[src/logic/lfo_pkg.sv]
// Purpose: constants and types for the low-frequency oscillator control
// Assumes: 8-bit special function register port, one 250 MHz clock
// Notes: oscillator outputs arrive as asynchronous pins
package lfo_pkg;
    localparam logic [7:0] LFO_CTRL_ADDR = 8'he3;
    localparam int LFO_EN_BIT = 7;
    localparam int LFO_RDY_BIT = 6;
    localparam int LFO_TRIM_LSB = 2;
    localparam int LFO_DIV_LSB = 0;
    localparam logic [3:0] LFO_TRIM_RST = 4'h8;
    localparam logic [1:0] LFO_DIV_RST = 2'h0;
    // settle time in raw oscillator edges before ready is set
    localparam logic [3:0] LFO_SETTLE_EDGES = 4'h8;
    // external oscillator mode codes
    localparam logic [2:0] LFO_XMODE_CMOS = 3'h2;
    localparam logic [2:0] LFO_XMODE_CMOS_D2 = 3'h3;
    localparam logic [2:0] LFO_XMODE_RC = 3'h4;
    localparam logic [2:0] LFO_XMODE_CAP = 3'h5;
    localparam logic [2:0] LFO_XMODE_XTAL = 3'h6;
    localparam logic [2:0] LFO_XMODE_XTAL_D2 = 3'h7;
    localparam logic [1:0] LFO_SYSCLK_LOWPWR = 2'h2;

    typedef struct packed {
        logic [7:0] addr;
        logic [7:0] wdata;
        logic wr;
    } lfo_sfr_req_t;

    typedef struct packed {
        logic cap_en;
        logic [15:0] count;
    } lfo_tmr_t;

    typedef struct packed {
        logic p02_claim;
        logic p03_claim;
    } lfo_pins_t;
endpackage : lfo_pkg

[src/logic/lfo_capture.sv]
// Purpose: one timer's capture of its count on an oscillator edge
// Assumes: edge pulse comes from the same clock domain
// Notes: instantiated once per timer
`timescale 1ns/1ps
`default_nettype none
module lfo_capture
(
    // clock and reset
    input wire logic sys_clk_i,
    input wire logic reset_n_i,
    // timer side
    input wire lfo_pkg::lfo_tmr_t tmr_i,
    input wire logic edge_i,
    output logic [15:0] reload_o,
    output logic captured_o
);
    import lfo_pkg::*;

    typedef struct packed {
        logic [15:0] reload;
        logic captured;
    } lfo_cap_state_t;

    lfo_cap_state_t state_r;
    lfo_cap_state_t state_nxt;

    always_comb
    begin
        state_nxt = state_r;
        state_nxt.captured = 1'b0;
        if (tmr_i.cap_en && edge_i)
        begin
            // high and low bytes copied together
            state_nxt.reload = tmr_i.count;
            state_nxt.captured = 1'b1;
        end
    end

    always_ff @(posedge sys_clk_i or negedge reset_n_i)
    begin
        if (!reset_n_i)
            state_r <= '0;
        else
            state_r <= state_nxt;
    end

    assign reload_o = state_r.reload;
    assign captured_o = state_r.captured;

    AST_CAP_COPY: assert property (@(posedge sys_clk_i)
        disable iff (!reset_n_i)
        (tmr_i.cap_en && edge_i) |=> (reload_o == $past(tmr_i.count))
            && captured_o)
        else $error("capture did not copy count");
endmodule // lfo_capture
`default_nettype wire

[src/logic/lfo_ctrl.sv]
// Purpose: low-frequency oscillator control register and capture paths
// Assumes: analogue oscillator cells sit outside; their outputs are async
// Notes: ready counts raw oscillator edges after enable
`timescale 1ns/1ps
`default_nettype none
module lfo_ctrl
(
    // clock and reset
    input wire logic sys_clk_i,
    input wire logic reset_n_i,
    // special function register port
    input wire lfo_pkg::lfo_sfr_req_t sfr_i,
    output logic [7:0] sfr_rdata_o,
    // factory trim loaded after reset
    input wire logic [3:0] factory_trim_i,
    // analogue oscillator cell
    output logic lf_osc_enable_o,
    output logic [3:0] lf_freq_trim_o,
    input wire logic lf_osc_raw_i,
    output logic lf_osc_clk_o,
    // timers 2 and 3
    input wire lfo_pkg::lfo_tmr_t tmr2_i,
    input wire lfo_pkg::lfo_tmr_t tmr3_i,
    output logic [15:0] tmr2_reload_o,
    output logic [15:0] tmr3_reload_o,
    output logic tmr2_captured_o,
    output logic tmr3_captured_o,
    // low-power oscillator and external oscillator pins
    input wire logic [1:0] sysclk_sel_i,
    output logic lowpwr_osc_en_o,
    input wire logic [2:0] ext_osc_mode_i,
    output var lfo_pkg::lfo_pins_t pins_o
);
    import lfo_pkg::*;

    typedef struct packed {
        logic [2:0] raw_sync;
        logic trim_loaded;
        logic enable;
        logic ready;
        logic [3:0] trim;
        logic [1:0] div;
        logic [3:0] settle;
        logic [2:0] div_cnt;
        logic div_clk;
        logic div_prev;
    } lfo_state_t;

    lfo_state_t state_r;
    lfo_state_t state_nxt;
    logic ctrl_wr;
    logic raw_rise;
    logic div_tick;
    logic [2:0] div_limit;
    logic [7:0] ctrl_wdata;

    assign ctrl_wr = sfr_i.wr && (sfr_i.addr == LFO_CTRL_ADDR);
    assign ctrl_wdata = sfr_i.wdata;
    // stage 0 feeds stage 1 only; edges are seen between stages 1 and 2
    assign raw_rise = state_r.raw_sync[1] && !state_r.raw_sync[2];

    always_comb
    begin
        unique case (state_r.div)
            2'h0: div_limit = 3'h7;
            2'h1: div_limit = 3'h3;
            2'h2: div_limit = 3'h1;
            2'h3: div_limit = 3'h0;
        endcase
    end

    // one tick per divided output half period
    assign div_tick = raw_rise && (state_r.div_cnt >= div_limit);

    always_comb
    begin
        state_nxt = state_r;
        state_nxt.raw_sync = {state_r.raw_sync[1:0], lf_osc_raw_i};
        // strap-like load of factory trim after reset release
        if (!state_r.trim_loaded)
        begin
            state_nxt.trim = factory_trim_i;
            state_nxt.trim_loaded = 1'b1;
        end
        if (!state_r.enable)
        begin
            state_nxt.settle = '0;
            state_nxt.div_cnt = '0;
        end
        else if (raw_rise)
        begin
            state_nxt.div_cnt = div_tick ? 3'h0 : state_r.div_cnt + 3'h1;
            if (div_tick)
                state_nxt.div_clk = !state_r.div_clk;
            if (state_r.settle != LFO_SETTLE_EDGES)
                state_nxt.settle = state_r.settle + 4'h1;
            else
                state_nxt.ready = 1'b1;
        end
        if (ctrl_wr)
        begin
            state_nxt.enable = ctrl_wdata[LFO_EN_BIT];
            // trim passes straight to the cell; changing it live is a
            // software hazard, not blocked here
            state_nxt.trim = ctrl_wdata[LFO_TRIM_LSB +: 4];
            state_nxt.trim_loaded = 1'b1;
            state_nxt.div = ctrl_wdata[LFO_DIV_LSB +: 2];
            if (ctrl_wdata[LFO_DIV_LSB +: 2] != state_r.div)
            begin
                // divider change restarts the settle wait
                state_nxt.ready = 1'b0;
                state_nxt.settle = '0;
                state_nxt.div_cnt = '0;
            end
        end
        state_nxt.div_prev = state_r.div_clk;
    end

    always_ff @(posedge sys_clk_i or negedge reset_n_i)
    begin
        if (!reset_n_i)
        begin
            state_r <= '0;
            state_r.trim <= LFO_TRIM_RST;
            state_r.div <= LFO_DIV_RST;
        end
        else
            state_r <= state_nxt;
    end

    assign sfr_rdata_o = (sfr_i.addr == LFO_CTRL_ADDR) ?
        {state_r.enable, state_r.ready, state_r.trim, state_r.div} : 8'h00;
    assign lf_osc_enable_o = state_r.enable;
    assign lf_freq_trim_o = state_r.trim;
    assign lf_osc_clk_o = state_r.div_clk;

    logic div_fall;
    logic div_rise;
    assign div_rise = state_r.div_clk && !state_r.div_prev;
    assign div_fall = !state_r.div_clk && state_r.div_prev;

    lfo_capture u_cap2
    (
        .sys_clk_i(sys_clk_i),
        .reset_n_i(reset_n_i),
        .tmr_i(tmr2_i),
        .edge_i(div_fall),
        .reload_o(tmr2_reload_o),
        .captured_o(tmr2_captured_o)
    );

    lfo_capture u_cap3
    (
        .sys_clk_i(sys_clk_i),
        .reset_n_i(reset_n_i),
        .tmr_i(tmr3_i),
        .edge_i(div_rise),
        .reload_o(tmr3_reload_o),
        .captured_o(tmr3_captured_o)
    );

    assign lowpwr_osc_en_o = (sysclk_sel_i == LFO_SYSCLK_LOWPWR);

    always_comb
    begin
        pins_o = '0;
        unique case (ext_osc_mode_i)
            LFO_XMODE_XTAL, LFO_XMODE_XTAL_D2:
            begin
                pins_o.p02_claim = 1'b1;
                pins_o.p03_claim = 1'b1;
            end
            LFO_XMODE_CMOS, LFO_XMODE_CMOS_D2, LFO_XMODE_RC, LFO_XMODE_CAP:
                pins_o.p03_claim = 1'b1;
            default:
                pins_o = '0;
        endcase
    end

    AST_DIV_CHANGE_CLEARS: assert property (@(posedge sys_clk_i)
        disable iff (!reset_n_i)
        (ctrl_wr && ctrl_wdata[1:0] != state_r.div) |=> !state_r.ready)
        else $error("ready survived divider change");
    AST_READY_HOLDS: assert property (@(posedge sys_clk_i)
        disable iff (!reset_n_i)
        (state_r.ready && !(ctrl_wr && ctrl_wdata[1:0] != state_r.div))
            |=> state_r.ready)
        else $error("ready fell without cause");
    AST_ENABLE_WRITE: assert property (@(posedge sys_clk_i)
        disable iff (!reset_n_i)
        ctrl_wr |=> lf_osc_enable_o == $past(ctrl_wdata[7]))
        else $error("enable not taken from write");
    AST_TRIM_WRITE: assert property (@(posedge sys_clk_i)
        disable iff (!reset_n_i)
        ctrl_wr |=> lf_freq_trim_o == $past(ctrl_wdata[5:2]))
        else $error("trim not taken from write");
    AST_NO_READY_OFF: assert property (@(posedge sys_clk_i)
        disable iff (!reset_n_i)
        (!state_r.enable && !state_r.ready) |=> !state_r.ready)
        else $error("ready set while disabled");
    AST_DIV1_TOGGLE: assert property (@(posedge sys_clk_i)
        disable iff (!reset_n_i)
        (state_r.enable && state_r.div == 2'h3 && raw_rise && !ctrl_wr)
            |=> lf_osc_clk_o != $past(lf_osc_clk_o))
        else $error("divide by 1 missed an edge");
    AST_LOWPWR: assert property (@(posedge sys_clk_i)
        disable iff (!reset_n_i)
        lowpwr_osc_en_o == (sysclk_sel_i == LFO_SYSCLK_LOWPWR))
        else $error("low-power enable wrong");
    AST_XTAL_PINS: assert property (@(posedge sys_clk_i)
        disable iff (!reset_n_i)
        (ext_osc_mode_i[2:1] == 2'h3) |-> pins_o.p02_claim && pins_o.p03_claim)
        else $error("crystal pins not claimed");
    AST_OTHER_PINS: assert property (@(posedge sys_clk_i)
        disable iff (!reset_n_i)
        (ext_osc_mode_i inside {3'h2, 3'h3, 3'h4, 3'h5})
            |-> !pins_o.p02_claim && pins_o.p03_claim)
        else $error("wrong pin claim");
endmodule // lfo_ctrl
`default_nettype wire

[config.mk]
export PLATFORM = sky130hd
export DESIGN_NAME = lfo_ctrl
export DESIGN_NICKNAME = d
export VERILOG_FILES = /design/src/logic/lfo_pkg.sv /design/src/logic/lfo_capture.sv /design/src/logic/lfo_ctrl.sv
export SDC_FILE = /design/constraint.sdc
export NUM_CORES = 1
export LEC_CHECK = 0
export CAP_MARGIN = 20
export CORE_MARGIN = 4
export CORE_UTILIZATION = 45
export DETAILED_ROUTE_END_ITERATION = 7
export DONT_BUFFER_PORTS = 1
export PLACE_DENSITY_LB_ADDON = 0.12
export SETUP_SLACK_MARGIN = 0.1
export SLEW_MARGIN = 5
export SYNTH_ARGS = -nofsm -noshare
export SYNTH_HDL_FRONTEND = slang
export SYNTH_SLANG_ARGS = --single-unit
export TNS_END_PERCENT = 20
[constraint.sdc]
create_clock -name sys_clk_i -period 2.04 [get_ports sys_clk_i]
set_input_delay 0.204 -clock sys_clk_i [delete_from_list [all_inputs] [get_ports sys_clk_i]]
set_output_delay 0.204 -clock sys_clk_i [all_outputs]
set_load 0.1 [all_outputs]
==> results of run 1 <==
[cell usage in the layout (no fill, tap or decap), drive strengths merged]
master | netlist | final
and3 | 8 | 8
o21a | 1 | 1
a31oi | 2 | 2
ha | 6 | 6
clkinv | 2 | 3
o2111ai | 1 | 1
a21o | 1 | 1
conb | 1 | 1
dfrtp | 54 | 54
dfstp | 1 | 1
and4bb | 1 | 1
and2 | 1 | 1
nor3 | 1 | 1
xor2 | 4 | 4
nand2 | 107 | 107
nand3b | 3 | 3
mux2i | 4 | 4
and4b | 1 | 1
or2 | 2 | 2
nor2 | 7 | 7
inv | 3 | 3
nor2b | 2 | 2
xnor2 | 1 | 1
nand4b | 2 | 2
o21ai | 1 | 1
a21oi | 8 | 8
clkbuf | 3 | 7
nand3 | 3 | 3
buf | 11 | 51
nand2b | 2 | 2
mux2 | 3 | 3
nand4 | 1 | 1
dlygate4sd3 | 0 | 24
[layer usage]
layer / vias up / track usage [%] / wire [um]
met4: 0 / 5.07 / 77
met5: - / 0 / 0
met3: 7 / 5.32 / 525
li1: 919 / - / -
met2: 84 / 27.8 / 2520
met1: 852 / 21.9 / 2190
[area by class of cell]
type,instances,area share [%]
Tap cell,70,2.72
Sequential cell,55,42.8
Inverter,5,0.584
Clock inverter,1,0.272
Timing Repair Buffer,75,21.6
Multi-Input combinational cell,174,29.3
Clock buffer,7,2.68
[registers in the layout, summed over array words and instances, names as in the netlist]
| signal | count |
|---|---|
| u_cap2.reload_o | 16 |
| u_cap2.captured_o | 1 |
| u_cap3.reload_o | 16 |
| lf_osc_enable_o | 1 |
| u_cap3.captured_o | 1 |
| state_r | 13 |
| lf_osc_clk_o | 1 |
| lf_freq_trim_o | 4 |
| state_nxt | 2 |
[cells by family (layout without fill, tap and decap cells)]
logic type / Yosys count / after routing / share of synthesized area (%)
AND/OR/NAND/NOR: 141 / 141 / 26.6
flip-flops: 55 / 55 / 57.1
adder cells (fa/ha/maj): 6 / 6 / 3.11
buffers and inverters: 19 / 88 / 4.51
other: 1 / 1 / 0.155
AO/OA/AOI/OAI: 14 / 14 / 3.37
XOR/XNOR: 5 / 5 / 1.82
multiplexers: 7 / 7 / 3.37
[worst max-delay path, cell delays in order (launching register included)]
cell and delay, ps:
dfrtp_1 420, or2_2 300, ha_1 320, a21o_1 200
a31oi_4 200, nand4b_1 120, a31oi_1 170
[final timing paths]
| path | endpoint | slack, ps | cells past startpoint |
|---|---|---|---|
| max in group asynchronous | lf_freq_trim_o[3] | 1350 | 2 |
| hold reg to reg | state_nxt[20] | 360 | 0 |
| hold / removal | u_cap2.reload_o[7] | 10 | 2 |
| setup / recovery | state_r[4] | 230 | 6 |
| setup reg to reg | state_r[4] | 230 | 6 |
| min in group asynchronous | u_cap2.reload_o[0] | 410 | 2 |
[stage by stage]
stage / power, mW / utilization, %
after floorplan: 1.28 / -
after global placement: 1.30 / 55.2
after detailed placement: 1.30 / 55.2
after CTS: 1.98 / 62.4
after global routing: 2.05 / 62.6
final: 1.94 / 62.6
[repair_timing]
action / in CTS / in global routing
setup buffers: 0 / 0
hold buffers: 25 / 0
gates resized for setup: 1 / 1
endpoints found under the hold margin: 78 / 0
setup endpoints to repair: 1 / 1
pin swaps: 0 / 1
[power by group through the flow]
stage	Combinational [mW]	Clock [mW]	Sequential (mW)
final	0.224	0.600	1.12
after global routing	0.240	0.685	1.12
after CTS	0.225	0.639	1.12
after detailed placement	0.159	0	1.14
after global placement	0.159	0	1.14
after floorplan	0.140	0	1.14
==> impl_metrics.py, run 1 <==
metrics = {
    "setup_path": {
        "crit_arrival_ps": 2030,
        "criticalPathCategory": "flop to flop",
        "endpoint_kind": "flop",
        "crit_path_start": "state_r[9]",
        "crit_fanout": 5,
        "cp.required_ps": 2250,
        "start_kind": "flop",
        "reg2reg_from": "state_r[9]",
    },
    "place": {
        "globalplace.congestion": 0.752,
        "dpl-instance-area_um2": 2840,
        "portBuffers": 0,
        "pre_cts_slack_ps": 110,
        "place_hpwl_mm": 3.62,
        "dp_cells": 354,
    },
    "timing": {
        "maxSlewHeadroom_pct": 61.4,
        "rsz0062_at_grt": "no",
        "final_hold_viol_count": 0,
        "period_minus_slack_ps": 1810,
        "min_period_over_period_pct": 88.9,
        "hold_ws_ps": 14.3,
        "timing.fmax_mhz": 551,
        "drv_slew": 0,
        "fin_ws_ps": 227,
        "skew_ps": 3.57,
        "setup_viol": 0,
        "setup_tns_ps": 0,
        "worst_pin_slew_ps": 578,
    },
    "synthesis": {
        "yosysMostFrequentCell": "nand2_1",
        "netlist-cell-type-count": 38,
        "avgSynthCellArea_um2": 9.73,
        "netlist_top_cells_count": "nand2_1 (107), dfrtp_1 (54), a21oi_1 (8), and3_2 (8), nor2_1 (7)",
        "syn_nets": 317,
        "synth_ff_type": "dfrtp_1",
        "synth-seq-cells": 55,
        "synth_area_leaders": "dfrtp_1 (56%), nand2_1 (17%), ha_1 (3.1%)",
        "synth_largest_area_cell": "dfrtp_1",
        "synth_top_cell_area_share_pct": 56.0,
        "synth_area_um2": 2410,
        "synthCells": 248,
        "synth-edff-count": 0,
        "ys_warn_count": 0,
        "yosysSeqAreaShare_pct": 57.1,
        "async_flop_share_pct": 100,
    },
    "clock_tree": {
        "clk_latency_ps": 300,
        "clk_pin_slew_ps": 90,
        "numClockSinks": 55,
        "htree_levels": 2,
        "cts_tree": "yes",
        "cts_buffers": 5,
        "cts.path.max_buffers": 2,
        "cts_root_buf": "clkbuf_8",
    },
    "route": {
        "vias": 1862,
        "routed_via_density": 4.81,
        "firstDrtPassIters": 4,
        "ant_nets": 0,
        "drc_errors": 0,
        "drt_wl_total_mm": 5.31,
        "wire_per_inst_um": 13.7,
        "first_iter_violations": 90,
    },
    "pwr": {
        "switchingPower_mw": 0.482,
        "p_int_mw": 1.46,
        "cellPowerDensity_nw_per_um2": 604,
        "p_sw_share_pct": 24.8,
        "p_clk_share_pct": 30.9,
        "seq_power_share_pct": 57.5,
        "pwr-share-comb_pct": 11.5,
        "cellLeakagePower_nw": 1.73,
        "vdd_ir_drop_max_mv": 0.449,
    },
    "job": {
        "cap_viol_max_count": 0,
    },
    "global_route": {
        "antenna_found_initial": 0,
        "grt_pass1_wl_mm": 8.70,
        "grt.total_usage_pct": 17.1,
        "overflow": 0,
        "grt_max_degree": 56,
        "grt_pass1_vias": 1851,
    },
    "final_layout": {
        "num-fill-cells": 451,
        "drive_above_1_share_pct": 24.3,
        "layoutNonFillerInstCount": 387,
        "num_antenna_cells": 0,
        "design_area_um2": 3220,
        "regArea_um2": 1380,
        "fin_nets": 385,
        "syn2layout_area_growth_pct": 33.3,
        "multiInputGateArea_um2": 943,
    },
    "min_path": {
        "hold_class": "input pin to flop",
        "worstHoldStart": "tmr2_i[7]",
    },
    "floorplanning": {
        "die_y_um": 81.2,
        "die-area_um2": 6600,
        "rows": 26,
        "die_x_um": 81.2,
        "boundaryPins": 114,
        "design.core.area_um2": 5140,
        "start_util_pct": 46.9,
    },
    "outcome": {
        "status": "finished clean",
    },
}
Note: power is estimated with default switching activity, not from simulation.
==> run 2, diff against run 1 <==
Settings changed: CORE_ASPECT_RATIO set to 1.4, CORE_MARGIN 4 to not set.
==> run 2 against run 1 <==
Clock-buffer cell count shrank 1. Cell count is the same. Sequential power is essentially flat. Wire length shrank 5.9%. Clock skew grew 7.4 ps. Setup slack lost 34 ps. Largest cell class unchanged. Critical endpoint unchanged. Maximum frequency shrank 1.8%. Non-clock buffer count grew 4. Register-to-register slack lost 30 ps. First-iteration DRC count shrank 57%. Highest routed layer unchanged. Worst hold slack lost 7.4 ps.
==> impl_metrics.py, run 2 (same netlist as run 1, synthesis figures left out) <==
metrics = {
    "route": {
        "drt_wl_total_mm": 5.00,
        "first_iter_violations": 39,
        "firstDrtPassIters": 4,
        "drc_errors": 0,
        "vias": 1881,
        "wire_per_inst_um": 12.9,
        "ant_nets": 0,
        "routed_via_density": 4.86,
    },
    "global_route": {
        "grt_pass1_vias": 1874,
        "grt_max_degree": 56,
        "overflow": 0,
        "grt_pass1_wl_mm": 8.18,
        "antenna_found_initial": 0,
        "grt.total_usage_pct": 18.7,
    },
    "timing": {
        "period_minus_slack_ps": 1850,
        "skew_ps": 10.9,
        "worst_pin_slew_ps": 541,
        "rsz0062_at_grt": "no",
        "setup_viol": 0,
        "setup_tns_ps": 0,
        "maxSlewHeadroom_pct": 63.9,
        "min_period_over_period_pct": 90.6,
        "drv_slew": 0,
        "fin_ws_ps": 192,
        "timing.fmax_mhz": 541,
        "final_hold_viol_count": 0,
    },
    "final_layout": {
        "fin_nets": 389,
        "drive_above_1_share_pct": 24.9,
        "final_cell_mix": "nand2_1 (107), dfrtp_1 (54), buf_4 (48)",
        "utilization_pct": 63.4,
        "final_common_cell": "nand2_1",
        "num_antenna_cells": 0,
        "syn2layout_area_growth_pct": 35.6,
    },
    "floorplanning": {
        "boundaryPins": 114,
        "die_x_um": 63.9,
        "start_util_pct": 46.8,
        "die-area_um2": 5660,
        "design.core.area_um2": 5160,
        "die_y_um": 88.6,
        "rows": 31,
    },
    "outcome": {
        "status": "finished clean",
    },
    "setup_path": {
        "crit_fanout": 5,
        "criticalPathCategory": "flop to flop",
        "endpoint_kind": "flop",
        "cp.required_ps": 2260,
        "crit_arrival_ps": 2070,
        "start_kind": "flop",
    },
    "clock_tree": {
        "htree_levels": 2,
        "cts.path.max_buffers": 2,
        "cts_root_buf": "clkbuf_8",
        "clk_pin_slew_ps": 100,
        "cts_tree": "yes",
        "clk_latency_ps": 300,
        "cts_buffers": 5,
        "numClockSinks": 55,
    },
    "job": {
        "cap_viol_max_count": 0,
    },
    "place": {
        "pre_cts_slack_ps": 134,
        "globalplace.congestion": 0.776,
        "place_hpwl_mm": 3.31,
        "portBuffers": 0,
    },
    "pwr": {
        "cellLeakagePower_nw": 1.76,
        "cellPowerDensity_nw_per_um2": 641,
        "vdd_ir_drop_max_mv": 0.550,
    },
    "min_path": {
        "hold_class": "input pin to flop",
    },
}
## run 2: cell types whose count changed in the layout (fill, tap and decap cells not counted), sizes merged
| cell | delta |
|---|---|
| buf | +2 |
| bufinv | +1 |
| clkbuf | -1 |
| clkinv | -1 |
| dlygate4sd3 | +2 |
| inv | +1 |
## run 2: final timing paths
kind / startpoint / cells after the start / slack, ps / endpoint
max in group asynchronous: reset_n_i / 2 / 1340 / lf_freq_trim_o[3]
worst max-delay path: state_r[9] / 6 / 190 / state_r[4]
worst min-delay path: tmr3_i[6] / 2 / 7 / u_cap3.reload_o[6]
min in group asynchronous: reset_n_i / 2 / 430 / state_r[7]
worst min register to register: state_nxt[19] / 0 / 360 / state_nxt[20]
worst max register to register: state_r[9] / 6 / 190 / state_r[4]
## run 2: where the power goes
part           switching, mW  internal (mW)
clock network          0.348          0.404
registers             0.0103           1.11
logic                  0.150         0.0799
## run 2: through the flow
stage / cell area, um2 / instances / hold WS [ps] / power (mW)
after floorplan: 2410 / 248 / -91.6 / 1.28
after global placement: 2830 / 350 / -90.2 / 1.30
after detailed placement: 2830 / 350 / -90.1 / 1.30
after CTS: 3240 / 385 / 0.359 / 2.12
after global routing: 3270 / 387 / 7.03 / 2.17
final: 3270 / 387 / 6.89 / 2.10
## run 2: repair_timing
item,CTS,global route
hold buffers,27,0
setup endpoints to repair,0,4
hold endpoints to repair,80,0
buffers inserted,0,2
gates resized for setup,0,2
## run 2: metal layers
metal | GRT usage (%) | vias to the layer above | share of wire, %
li1 | - | 925 | -
met1 | 20.6 | 866 | 41
met2 | 34.2 | 82 | 51
met3 | 4.38 | 8 | 6.7
met4 | 7.85 | 0 | 2.0
met5 | 0 | - | 0
## run 2: area by class of cell
class	count	area, um2
clock inverter	2	38.8
inverter	5	18.8
clock buffer	6	82.6
tap	66	82.6
multi-input combinational	174	943
timing repair buffer	79	728
fill	433	1890
sequential	55	1380
## run 2: worst max-delay path, cell delays in order, from the launching register on
cell and delay, ps:
dfrtp_1 410, or2_2 300, ha_1 320, a21o_1 200, a31oi_4 220, nand4b_1 130, a31oi_1 190
==> run 3, diff against run 2 <==
Settings changed: CORE_UTILIZATION 45 to 40.
==> run 3 against run 2 <==
Worst hold slack gained 2.0 ps. Power shrank 7.3%. Sequential cell count did not move. Die area up 12%. Clock-buffer cell count grew 1. Maximum frequency grew 2.0%. Core utilization shrank 8.7 points. Critical path depth did not move. Setup slack gained 37 ps. Sequential share of layout area up 1.1 points. Cell count decreased by 0.26%. Largest cell class unchanged. Largest power group unchanged.
==> impl_metrics.py, run 3 (same netlist as run 1, synthesis figures left out) <==
metrics = {
    "final_layout": {
        "fin_nets": 384,
        "syn2layout_area_growth_pct": 32.2,
        "num_antenna_cells": 0,
        "drive_above_1_share_pct": 25.0,
        "final_cell_mix": "nand2_1 (107), dfrtp_1 (54), buf_4 (48)",
        "final_common_cell": "nand2_1",
    },
    "timing": {
        "final_hold_viol_count": 0,
        "skew_ps": 3.96,
        "drv_slew": 0,
        "setup_tns_ps": 0,
        "fin_ws_ps": 229,
        "period_minus_slack_ps": 1810,
        "setup_viol": 0,
        "timing.fmax_mhz": 552,
        "rsz0062_at_grt": "no",
        "min_period_over_period_pct": 88.8,
    },
    "place": {
        "place_hpwl_mm": 3.44,
        "pre_cts_slack_ps": 169,
        "globalplace.congestion": 0.735,
        "portBuffers": 0,
    },
    "floorplanning": {
        "die-area_um2": 6350,
        "die_x_um": 67.6,
        "design.core.area_um2": 5820,
        "rows": 33,
        "start_util_pct": 41.4,
        "die_y_um": 93.9,
        "boundaryPins": 114,
    },
    "setup_path": {
        "reg2reg_from": "state_r[9]",
        "reg2reg_slack_ps": 230,
        "r2r_end": "state_r[4]",
        "endpoint_kind": "flop",
        "criticalPathCategory": "flop to flop",
        "start_kind": "flop",
        "crit_arrival_ps": 2030,
        "cp.required_ps": 2260,
        "reg2regPathDepth": 6,
        "crit_fanout": 5,
    },
    "global_route": {
        "overflow": 0,
        "antenna_found_initial": 0,
        "grt_pass1_wl_mm": 7.80,
        "grt_max_degree": 56,
        "grt_pass1_vias": 1855,
        "grt.total_usage_pct": 16.5,
    },
    "pwr": {
        "cellLeakagePower_nw": 1.72,
        "vdd_ir_drop_max_mv": 0.444,
        "cellPowerDensity_nw_per_um2": 610,
        "p_total_mw": 1.94,
    },
    "outcome": {
        "status": "finished clean",
    },
    "clock_tree": {
        "htree_levels": 2,
        "clk_latency_ps": 300,
        "numClockSinks": 55,
        "cts_root_buf": "clkbuf_8",
        "cts_buffers": 5,
        "cts.path.max_buffers": 2,
        "cts_tree": "yes",
        "clk_pin_slew_ps": 90,
    },
    "job": {
        "cap_viol_max_count": 0,
    },
    "route": {
        "vias": 1845,
        "routed_via_density": 4.78,
        "first_iter_violations": 65,
        "drc_errors": 0,
        "firstDrtPassIters": 3,
        "drt_wl_total_mm": 5.05,
        "wire_per_inst_um": 13.1,
        "ant_nets": 0,
    },
    "min_path": {
        "hold_depth": 2,
        "hold_class": "input pin to flop",
        "worstHoldStart": "tmr2_i[14]",
        "min_delay_worst_endpoint": "u_cap2.reload_o[14]",
    },
}
-- run 3: changes by cell type in the layout (fill, tap and decap cells not counted), sizes merged --
| cell | delta |
|---|---|
| clkbuf | +1 |
| inv | -1 |
| clkinv | +1 |
| dlygate4sd3 | -5 |
| bufinv | -1 |
-- run 3: worst max path at each step --
stage | from | endpoint | slack (ps)
CTS | state_r[9] | state_r[4] | 150
detailed placement | state_r[9] | state_r[4] | 170
global route | state_r[9] | state_r[4] | 100
finish | state_r[9] | state_r[4] | 230
global placement | state_r[9] | state_r[4] | 200
floorplan | lf_osc_clk_o | u_cap2.reload_o[0] | 160
-- run 3: worst max-delay path, stage by stage, from the launching register on --
cell	delay, ps
dfrtp_1	380
or2_2	300
ha_1	310
a21o_1	170
a31oi_2	270
nand4b_1	140
a31oi_1	170
-- run 3: per-layer routing --
| layer | vias to the layer above | global-route usage (%) | part of all wire [%] |
|---|---|---|---|
| li1 | 917 | - | - |
| met1 | 844 | 17.2 | 40 |
| met2 | 78 | 29.5 | 50 |
| met3 | 6 | 4.85 | 8.2 |
| met4 | 0 | 6.74 | 1.5 |
| met5 | - | 0 | 0 |
-- run 3: power by group --
part	leakage, nW	internal [mW]	total, mW	switching (mW)
Combinational	0.926	0.0734	0.224	0.151
Sequential	0.748	1.11	1.12	0.0101
Clock	0.0482	0.275	0.605	0.330
Total	1.72	1.45	1.94	0.490
-- run 3: per-stage QoR --
step	cells	cell area [um2]	utilization [%]	hold slack (ps)
2_1_floorplan	248	2410	-	-91.6
3_3_place_gp	356	2850	49.0	-90.3
3_5_place_dp	356	2850	49.0	-90.2
4_1_cts	381	3130	53.8	0.589
5_1_grt	386	3190	54.8	1.11
6_report	386	3190	54.8	8.93
-- run 3: repair_timing --
| item | in CTS | in global routing |
|---|---|---|
| endpoints found under the setup margin | 0 | 4 |
| setup buffers | 0 | 0 |
| hold buffers | 17 | 5 |
| resized for setup | 0 | 1 |
| endpoints found under the hold margin | 70 | 5 |
-- run 3: cell type report --
class                   instances  area (um2)
well taps                      70        87.6
clock inverters                 1        5.00
multi-input cells             174         935
inverters                       5        18.8
repair buffers                 74         678
clock buffers                   7        86.3
flip-flops and latches         55        1380
fillers                       508        2630
